File: src/design/fdc_regs_pkg.sv
// Package for the floppy controller register decode block.
// Assumes an 8-bit host I/O bus sampled synchronously to sys_clk_i.
package fdc_regs_pkg;

	// ****************************************
	// Register offsets (A2..A0)
	// ****************************************
	localparam logic [2:0] OFS_DISK_STATUS_A = 3'h0;
	localparam logic [2:0] OFS_DISK_STATUS_B = 3'h1;
	localparam logic [2:0] OFS_DRIVE_OUTPUT_CONTROL = 3'h2;
	localparam logic [2:0] OFS_TAPE_DRIVE_CONFIG = 3'h3;
	localparam logic [2:0] OFS_MAIN_STATUS = 3'h4;
	localparam logic [2:0] OFS_COMMAND_DATA = 3'h5;
	localparam logic [2:0] OFS_BUS_FLOAT = 3'h6;
	localparam logic [2:0] OFS_DIGITAL_INPUT = 3'h7;

	// ****************************************
	// Field positions
	// ****************************************
	localparam int STA_HEAD_DIR = 0;
	localparam int STA_WPROT_N = 1;
	localparam int STA_INDEX_N = 2;
	localparam int STA_SIDE = 3;
	localparam int STA_TRACK_ZERO_IN_N = 4;
	localparam int STA_STEP_INV = 5;
	localparam int STA_IRQ = 7;
	localparam int STB_MOTOR0 = 0;
	localparam int STB_MOTOR1 = 1;
	localparam int STB_WRITE_GATE_OUT = 2;
	localparam int STB_RD_PAR = 3;
	localparam int STB_WR_PAR = 4;
	localparam int STB_DSEL0 = 5;
	localparam int CFG_DMA_LSB = 4;

	// ****************************************
	// Reset values
	// ****************************************
	localparam logic [7:0] DOC_RESET = 8'h00;
	localparam logic [7:0] TDC_RESET = 8'h00;
	localparam logic [7:0] RATE_RESET = 8'h02;
	localparam logic [7:0] BASE_LOW_RESET = 8'hF0;
	localparam logic [7:0] BASE_HIGH_RESET = 8'h03;
	localparam logic [3:0] IRQ_SEL_RESET = 4'h6;
	localparam logic [1:0] DMA_SEL_RESET = 2'h2;
	localparam logic [7:0] STB_RESERVED_ONES = 8'hC0;
	localparam int SYNC_STAGES = 2;

	// ****************************************
	// Carriers
	// ****************************************
	typedef struct packed {
		logic head_dir;
		logic side_select_out;
		logic step;
		logic motor0_out;
		logic motor1_out;
		logic write_gate_out;
		logic write_data;
	} drive_outs_t;

	typedef struct packed {
		logic write_protect;
		logic index;
		logic track_zero_in;
		logic read_data;
		logic fdc_irq;
	} drive_ins_t;

endpackage

File: src/design/fdc_sync_bit.sv
// Two-stage synchroniser for one level input.
// Assumes the input may change at any time relative to sys_clk_i.
`timescale 1ns/100ps
module fdc_sync_bit (
	// Clock and reset
	input wire logic sys_clk_i,
	input wire logic reset_n_i,
	// Level in and out
	input wire logic async_i,
	output logic sync_o
);
	logic meta_q;
	logic sync_q;

	// First stage feeds only the second
	always_ff @(posedge sys_clk_i or negedge reset_n_i) begin
		if (!reset_n_i) begin
			meta_q <= 1'b0;
			sync_q <= 1'b0;
		end else begin
			meta_q <= async_i;
			sync_q <= meta_q;
		end
	end

	assign sync_o = sync_q;
endmodule

File: src/design/fdc_register_decode_status.sv
// Host register decode and drive status registers of the floppy controller.
// Assumes a synchronous 8-bit host I/O strobe bus and active-high drive levels.
`timescale 1ns/100ps
module fdc_register_decode_status (
	// Clock and reset
	input wire logic sys_clk_i,
	input wire logic reset_n_i,
	// Host I/O bus
	input wire logic [15:0] io_addr_i,
	input wire logic io_rd_i,
	input wire logic io_wr_i,
	input wire logic [7:0] io_wdata_i,
	output logic [7:0] io_rdata_o,
	output logic io_rdata_oe_o,
	// Base and routing configuration
	input wire logic cfg_wr_i,
	input wire logic [1:0] cfg_sel_i,
	input wire logic [7:0] cfg_wdata_i,
	output logic [15:0] base_addr_o,
	output logic [3:0] irq_line_o,
	output logic [1:0] dma_channel_o,
	// Mode and engine side
	input wire logic second_mode_i,
	input wire logic [7:0] main_status_i,
	input wire logic [7:0] command_data_i,
	input wire logic [7:0] digital_input_i,
	output logic command_data_wr_o,
	output logic command_data_rd_o,
	output logic [7:0] drive_output_control_o,
	output logic [7:0] tape_drive_config_o,
	output logic [7:0] rate_select_o,
	output logic [7:0] rate_config_o,
	output logic soft_reset_o,
	// Disk interface
	input wire fdc_regs_pkg::drive_outs_t drive_outs_i,
	input wire fdc_regs_pkg::drive_ins_t drive_ins_i,
	output logic [3:0] drive_select_o
);

	// ****************************************
	// Decode
	// ****************************************
	logic hit;
	logic [2:0] ofs;
	logic rd_hit;
	logic wr_hit;

	// Eight-byte window aligned to the base; low three base bits ignored
	assign hit = (io_addr_i[15:3] == base_addr_o[15:3]);
	assign ofs = io_addr_i[2:0];
	assign rd_hit = hit && io_rd_i;
	assign wr_hit = hit && io_wr_i;

	// One strobe at one offset; shared by every single-offset decode
	function automatic logic strobe_at(input logic req, input logic [2:0] at,
		input logic [2:0] want);
		strobe_at = req && (at == want);
	endfunction

	// ****************************************
	// Configuration registers
	// ****************************************
	logic [7:0] base_low_q;
	logic [7:0] base_high_q;
	logic [3:0] irq_sel_q;
	logic [1:0] dma_sel_q;

	// Select 0/1 base bytes, 2 interrupt line, 3 DMA channel
	always_ff @(posedge sys_clk_i or negedge reset_n_i) begin
		if (!reset_n_i) begin
			base_low_q <= fdc_regs_pkg::BASE_LOW_RESET;
			base_high_q <= fdc_regs_pkg::BASE_HIGH_RESET;
			irq_sel_q <= fdc_regs_pkg::IRQ_SEL_RESET;
			dma_sel_q <= fdc_regs_pkg::DMA_SEL_RESET;
		end else if (cfg_wr_i) begin
			case (cfg_sel_i)
				2'h0: base_low_q <= cfg_wdata_i;
				2'h1: base_high_q <= cfg_wdata_i;
				2'h2: begin
					if (irq_legal(cfg_wdata_i[3:0])) begin
						irq_sel_q <= cfg_wdata_i[3:0];
					end
				end
				2'h3: begin
					// Channels 1..3 only; other codes keep the old choice
					if (cfg_wdata_i[1:0] != 2'h0) begin
						dma_sel_q <= cfg_wdata_i[1:0];
					end
				end
				default: ;
			endcase
		end
	end

	// Legal interrupt lines: 3-7, 9-12, 15
	function automatic logic irq_legal(input logic [3:0] line);
		irq_legal = (line >= 4'h3 && line <= 4'h7) || (line >= 4'h9 && line <= 4'hC) ||
			(line == 4'hF);
	endfunction

	assign base_addr_o = {base_high_q, base_low_q};
	assign irq_line_o = irq_sel_q;
	assign dma_channel_o = dma_sel_q;

	// ****************************************
	// Writable control registers
	// ****************************************
	logic [7:0] doc_q;
	logic [7:0] tdc_q;
	logic [7:0] rate_q;
	logic [7:0] ccfg_q;
	logic srst_q;

	// Drive control; hardware reset only, a software reset leaves it alone
	always_ff @(posedge sys_clk_i or negedge reset_n_i) begin
		if (!reset_n_i) begin
			doc_q <= fdc_regs_pkg::DOC_RESET;
		end else if (strobe_at(wr_hit, ofs, fdc_regs_pkg::OFS_DRIVE_OUTPUT_CONTROL)) begin
			doc_q <= io_wdata_i;
		end
	end

	// Tape drive configuration byte, kept across a software reset
	always_ff @(posedge sys_clk_i or negedge reset_n_i) begin
		if (!reset_n_i) begin
			tdc_q <= fdc_regs_pkg::TDC_RESET;
		end else if (strobe_at(wr_hit, ofs, fdc_regs_pkg::OFS_TAPE_DRIVE_CONFIG)) begin
			tdc_q <= io_wdata_i;
		end
	end

	// Rate select shares offset four with the main status read
	always_ff @(posedge sys_clk_i or negedge reset_n_i) begin
		if (!reset_n_i) begin
			rate_q <= fdc_regs_pkg::RATE_RESET;
		end else if (strobe_at(wr_hit, ofs, fdc_regs_pkg::OFS_MAIN_STATUS)) begin
			rate_q <= io_wdata_i;
		end
	end

	// Rate config shares offset seven with the digital input read
	always_ff @(posedge sys_clk_i or negedge reset_n_i) begin
		if (!reset_n_i) begin
			ccfg_q <= fdc_regs_pkg::RATE_RESET;
		end else if (strobe_at(wr_hit, ofs, fdc_regs_pkg::OFS_DIGITAL_INPUT)) begin
			ccfg_q <= io_wdata_i;
		end
	end

	// Self-clearing software reset from bit 7 of the rate select write
	always_ff @(posedge sys_clk_i or negedge reset_n_i) begin
		if (!reset_n_i) begin
			srst_q <= 1'b0;
		end else begin
			srst_q <= strobe_at(wr_hit, ofs, fdc_regs_pkg::OFS_MAIN_STATUS) && io_wdata_i[7];
		end
	end

	assign drive_output_control_o = doc_q;
	assign tape_drive_config_o = tdc_q;
	assign rate_select_o = rate_q;
	assign rate_config_o = ccfg_q;
	// Bit 2 low holds the engine in reset
	assign soft_reset_o = srst_q || !doc_q[2];
	assign command_data_wr_o = strobe_at(wr_hit, ofs, fdc_regs_pkg::OFS_COMMAND_DATA);
	assign command_data_rd_o = strobe_at(rd_hit, ofs, fdc_regs_pkg::OFS_COMMAND_DATA);

	// Exactly one select line per code, so two drives never answer together
	function automatic logic [3:0] one_hot_drive(input logic [1:0] sel);
		case (sel)
			2'h0: one_hot_drive = 4'h1;
			2'h1: one_hot_drive = 4'h2;
			2'h2: one_hot_drive = 4'h4;
			default: one_hot_drive = 4'h8;
		endcase
	endfunction

	// One-hot drive select from the two select bits
	always_ff @(posedge sys_clk_i or negedge reset_n_i) begin
		if (!reset_n_i) begin
			drive_select_o <= 4'h0;
		end else begin
			drive_select_o <= one_hot_drive(doc_q[1:0]);
		end
	end

	// ****************************************
	// Synchronised disk signals
	// ****************************************
	localparam int NSYNC = 12;
	logic [NSYNC-1:0] raw_vec;
	logic [NSYNC-1:0] sync_vec;

	assign raw_vec = {drive_outs_i, drive_ins_i};

	// Every disk signal passes a synchroniser before use
	generate
		for (genvar i = 0; i < NSYNC; i++) begin : g_sync
			fdc_sync_bit u_sync (
				.sys_clk_i(sys_clk_i),
				.reset_n_i(reset_n_i),
				.async_i(raw_vec[i]),
				.sync_o(sync_vec[i])
			);
		end
	endgenerate

	fdc_regs_pkg::drive_outs_t outs_s;
	fdc_regs_pkg::drive_ins_t ins_s;
	assign {outs_s, ins_s} = sync_vec;

	// ****************************************
	// Parity toggles
	// ****************************************
	logic rd_prev_q;
	logic wr_prev_q;
	logic rd_par_q;
	logic wr_par_q;

	// Edge detect on the synchronised copies, never the first stage
	always_ff @(posedge sys_clk_i or negedge reset_n_i) begin
		if (!reset_n_i) begin
			rd_prev_q <= 1'b0;
			wr_prev_q <= 1'b0;
			rd_par_q <= 1'b0;
			wr_par_q <= 1'b0;
		end else begin
			rd_prev_q <= ins_s.read_data;
			wr_prev_q <= outs_s.write_data;
			if (rd_prev_q && !ins_s.read_data) begin
				rd_par_q <= !rd_par_q;
			end
			if (wr_prev_q && !outs_s.write_data) begin
				wr_par_q <= !wr_par_q;
			end
		end
	end

	// ****************************************
	// Status bytes
	// ****************************************
	logic [7:0] sta_d;
	logic [7:0] stb_d;
	logic [7:0] sta_q;
	logic [7:0] stb_q;

	// Compose status A from synchronised levels
	always_comb begin
		sta_d = 8'h00;
		sta_d[fdc_regs_pkg::STA_HEAD_DIR] = outs_s.head_dir;
		sta_d[fdc_regs_pkg::STA_WPROT_N] = !ins_s.write_protect;
		sta_d[fdc_regs_pkg::STA_INDEX_N] = !ins_s.index;
		sta_d[fdc_regs_pkg::STA_SIDE] = outs_s.side_select_out;
		sta_d[fdc_regs_pkg::STA_TRACK_ZERO_IN_N] = !ins_s.track_zero_in;
		sta_d[fdc_regs_pkg::STA_STEP_INV] = !outs_s.step;
		sta_d[fdc_regs_pkg::STA_IRQ] = ins_s.fdc_irq;
	end

	// Compose status B; top two bits fixed high
	always_comb begin
		stb_d = fdc_regs_pkg::STB_RESERVED_ONES;
		stb_d[fdc_regs_pkg::STB_MOTOR0] = outs_s.motor0_out;
		stb_d[fdc_regs_pkg::STB_MOTOR1] = outs_s.motor1_out;
		stb_d[fdc_regs_pkg::STB_WRITE_GATE_OUT] = outs_s.write_gate_out;
		stb_d[fdc_regs_pkg::STB_RD_PAR] = rd_par_q;
		stb_d[fdc_regs_pkg::STB_WR_PAR] = wr_par_q;
		stb_d[fdc_regs_pkg::STB_DSEL0] = doc_q[0];
	end

	// Registered so a read sees one stable byte
	always_ff @(posedge sys_clk_i or negedge reset_n_i) begin
		if (!reset_n_i) begin
			sta_q <= 8'h00;
			stb_q <= fdc_regs_pkg::STB_RESERVED_ONES;
		end else begin
			sta_q <= sta_d;
			stb_q <= stb_d;
		end
	end

	// ****************************************
	// Read path
	// ****************************************
	logic [7:0] rdata_d;
	logic rd_oe_d;

	// Offset six and status reads in AT mode leave the bus floating
	always_comb begin
		rdata_d = 8'h00;
		rd_oe_d = rd_hit;
		case (ofs)
			fdc_regs_pkg::OFS_DISK_STATUS_A: begin
				rdata_d = sta_q;
				rd_oe_d = rd_hit && second_mode_i;
			end
			fdc_regs_pkg::OFS_DISK_STATUS_B: begin
				rdata_d = stb_q;
				rd_oe_d = rd_hit && second_mode_i;
			end
			fdc_regs_pkg::OFS_DRIVE_OUTPUT_CONTROL: rdata_d = doc_q;
			fdc_regs_pkg::OFS_TAPE_DRIVE_CONFIG: rdata_d = tdc_q;
			fdc_regs_pkg::OFS_MAIN_STATUS: rdata_d = main_status_i;
			fdc_regs_pkg::OFS_COMMAND_DATA: rdata_d = command_data_i;
			fdc_regs_pkg::OFS_BUS_FLOAT: rd_oe_d = 1'b0;
			fdc_regs_pkg::OFS_DIGITAL_INPUT: rdata_d = digital_input_i;
			default: rd_oe_d = 1'b0;
		endcase
	end

	// Data from flip-flops, one cycle after the read strobe
	always_ff @(posedge sys_clk_i or negedge reset_n_i) begin
		if (!reset_n_i) begin
			io_rdata_o <= 8'h00;
			io_rdata_oe_o <= 1'b0;
		end else begin
			io_rdata_o <= rd_oe_d ? rdata_d : 8'h00;
			io_rdata_oe_o <= rd_oe_d;
		end
	end

endmodule

File: config.mk
export PLATFORM = sky130hd
export DESIGN_NAME = fdc_register_decode_status
export DESIGN_NICKNAME = d
export VERILOG_FILES = /design/src/design/fdc_regs_pkg.sv /design/src/design/fdc_sync_bit.sv /design/src/design/fdc_register_decode_status.sv
export SDC_FILE = /design/constraint.sdc
export NUM_CORES = 1
export LEC_CHECK = 0
export BUFFER_PORTS_ARGS = -buffer_cell sky130_fd_sc_hd__buf_4
export CORE_MARGIN = 1.5
export CORE_UTILIZATION = 39
export DETAILED_ROUTE_END_ITERATION = 10
export PLACE_DENSITY = 0.69
export RECOVER_POWER = 50
export SLEW_MARGIN = 0
export SYNTH_ARGS = -nofsm -noshare
export SYNTH_HDL_FRONTEND = slang
export SYNTH_HIERARCHICAL = 1
export SYNTH_SLANG_ARGS = --single-unit
File: constraint.sdc
create_clock -name sys_clk_i -period 6 [get_ports sys_clk_i]
set_input_delay 0.9 -clock sys_clk_i [delete_from_list [all_inputs] [get_ports sys_clk_i]]
set_output_delay 0.9 -clock sys_clk_i [all_outputs]
set_load 0.03 [all_outputs]
==> results.sh <==
export IMPL_status="finished with violations"
export IMPL_violations="capacitance limit, slew limit"
export IMPL_rsz0062_at_grt="no"
export IMPL_arrival_ns=2.71
export IMPL_regArea_sq_um=2740
export IMPL_io_buffers=145
export IMPL_dr_total_vias=2887
export IMPL_antenna_found_initial=0
export IMPL_synth_fp_nets=368
export IMPL_tightest_slew_ns=2.83
export IMPL_dp_hpwl_mm=7.31
export IMPL_clkLatencyLatePin_ns=0.36
export IMPL_num_rows=38
export IMPL_h_tree_depth=3
export IMPL_synthFlopType="dfrtp_1"
export IMPL_hp_class="flop to flop"
export IMPL_syn_inst=292
export IMPL_tritoncts="built"
export IMPL_placed_cell_area_sq_um=5560
export IMPL_n_antenna_cell=0
export IMPL_drt_initial_drc_count=73
export IMPL_multi_input_area_sq_um=1510
export IMPL_critPathMaxFanout=11
export IMPL_synth_distinct_cells=41
export IMPL_ctsHoldBuffers=0
export IMPL_yosysWarnings=6
export IMPL_first_pass_iters=4
export IMPL_final_area_sq_um=5670
export IMPL_period_share=0.602
export IMPL_finalHoldViolations=0
export IMPL_worstPathRequired_ns=5.10
export IMPL_drc_errors=0
export IMPL_syn_cell_area_sq_um=4320
export IMPL_ys_seq_area_frac=0.634
export IMPL_grt_max_degree=56
export IMPL_synth_area_per_cell_sq_um=14.8
export IMPL_die_area_sq_um=11700
export IMPL_grt_pass1_vias=3016
export IMPL_timing_final_ws_setup_ns=2.39
export IMPL_die_w_microns=108
export IMPL_postCtsSetupBuffers=0
export IMPL_wl_per_cell_microns=17.1
export IMPL_synthArstFlopShare=1.00
export IMPL_clockRootBuffer="clkbuf_8"
export IMPL_initial_core_util=0.399
export IMPL_io_pins=146
export IMPL_min_period_ns=3.61
export IMPL_clk_pin_slew_ns=0.09
export IMPL_tns_ns=0
export IMPL_die_height_microns=108
export IMPL_viasPerCell=4.93
export IMPL_drive_gt1_frac=0.484
export IMPL_grt_overflow_total=0
export IMPL_setup_violations=0
export IMPL_core_area_sq_um=10800
export IMPL_grt_pass1_wl_mm=15.3
export IMPL_cts_sinks=109
export IMPL_end_kind="output port"
export IMPL_post_cts_resized=0
export IMPL_worstSetupStartpointType="input port"
export IMPL_fillerInstances=984
export IMPL_syn2layout_area_growth_pct=31.1
export IMPL_numCtsBuffers=9
export IMPL_rrSetupSlack_ns=3.61
export IMPL_grtUsageTotal=0.177
export IMPL_synth_edf_count=0
export IMPL_nets=517
export IMPL_slew_headroom=-0.886
export IMPL_ir_drop_uv=170
export IMPL_synth_seq_cells=109
export IMPL_fmax_mhz=277
export IMPL_place_gp_congestion=0.715
export IMPL_layout_commonest_cell="buf_4"
export IMPL_path_class="input port to output port"
export IMPL_max_cap_violations=1
export IMPL_wl_mm=10.0
export IMPL_clockBufferDepth=2
export IMPL_p_per_area_nw_per_um2=277
export IMPL_p_leak_nw=2.73
export IMPL_antenna_left=0
export IMPL_drv_slew=56
export IMPL_skew_ns=0.00527
export IMPL_pre_cts_ws_ns=2.42
export IMPL_final_cell_mix="109 x buf_4, 98 x dfrtp_1, 52 x mux2_2, 27 x clkbuf_1, 15 x nor2_1"
cells in the mapped netlist, types with 5 or more instances:
library cell   n  area [sq um]
nand2b_1       6          37.5
dfstp_2       11           289
mux4_2         5           113
a21oi_1        6          30.0
nor2_1        15          56.3
dfrtp_1       98          2450
nand2_1       10          37.5
inv_1          7          26.3
mux2_2        52           586
nor3_1         5          25.0
xor2_1        13           114
mux2i_1       10           100
clkbuf_1       5          18.8
metrics by stage:
| stage | power, mW | util | std cells | hold slack [ns] |
|---|---|---|---|---|
| 6_report | 1.57 | 0.523 | 586 | 0.353 |
| 5_1_grt | 1.64 | 0.523 | 586 | 0.362 |
| 4_1_cts | 1.60 | 0.532 | 586 | 0.356 |
| 3_5_place_dp | 1.13 | 0.513 | 570 | 0.336 |
| 3_3_place_gp | 1.12 | 0.513 | 570 | 0.332 |
| 2_1_floorplan | 0.997 | - | 292 | 0.331 |
path summary, 6_finish.rpt:
| kind | from | end | depth (start not counted) |
|---|---|---|---|
| setup / recovery | io_addr_i[8] | command_data_rd_o | 7 |
| hold / removal | g_sync[7].u_sync/sync_o | stb_q[1] | 0 |
| setup reg to reg | base_high_q[0] | drive_output_control_o[2] | 4 |
| hold reg to reg | g_sync[7].u_sync/sync_o | stb_q[1] | 0 |
| max in group asynchronous | reset_n_i | g_sync[6].u_sync/meta_q | 2 |
| min in group asynchronous | reset_n_i | g_sync[1].u_sync/meta_q | 1 |
critical path, stage by stage:
cell and delay (ns):
buf_4 0.11, xor2_1 0.14, nor4_2 0.66, nand4_1 0.21, buf_4 0.25, nor3_1 0.24
buf_4 0.20
routing by layer:
metal | up-vias | wire length [microns] | global-route usage
met5 | - | 0 | 0
met4 | 0 | 107 | 0.0545
met3 | 8 | 722 | 0.0506
met2 | 109 | 4900 | 0.296
met1 | 1432 | 4290 | 0.223
li1 | 1338 | - | -
power breakdown:
group,internal (mW),total (mW),switching (mW)
Combinational,0.119,0.275,0.156
Sequential,0.799,0.835,0.0351
Clock,0.227,0.459,0.232
Total,1.15,1.57,0.423
registers in the layout, summed over array words and instances (netlist names), 6 cells and up:
register and flops:
rate_config_o 8, stb_q 6, tape_drive_config_o 8, drive_output_control_o 8, g_sync.u_sync/meta_q 12, g_sync.u_sync/sync_o 12
base_high_q 8, rate_select_o 8, sta_q 7, base_low_q 8, io_rdata_o 8
area by class of cell:
type / instances / area share
sequential: 109 / 0.484
multi-input combinational: 167 / 0.266
timing repair buffer: 147 / 0.178
tap: 140 / 0.0309
clock buffer: 13 / 0.0298
clock inverter: 3 / 0.00751
inverter: 7 / 0.00464
kinds of logic (layout without fill, tap and decap cells):
| kind of cell | Yosys count | count (layout) | synth area share |
|---|---|---|---|
| DFF | 109 | 109 | 0.634 |
| buffers and inverters | 16 | 170 | 0.0162 |
| AOI/OAI and AO/OA | 24 | 24 | 0.0472 |
| muxes | 67 | 67 | 0.185 |
| and+or+nand+nor | 61 | 61 | 0.0874 |
| xor gates and xnor gates | 15 | 15 | 0.0304 |
Note: power is estimated with default switching activity, not from simulation.
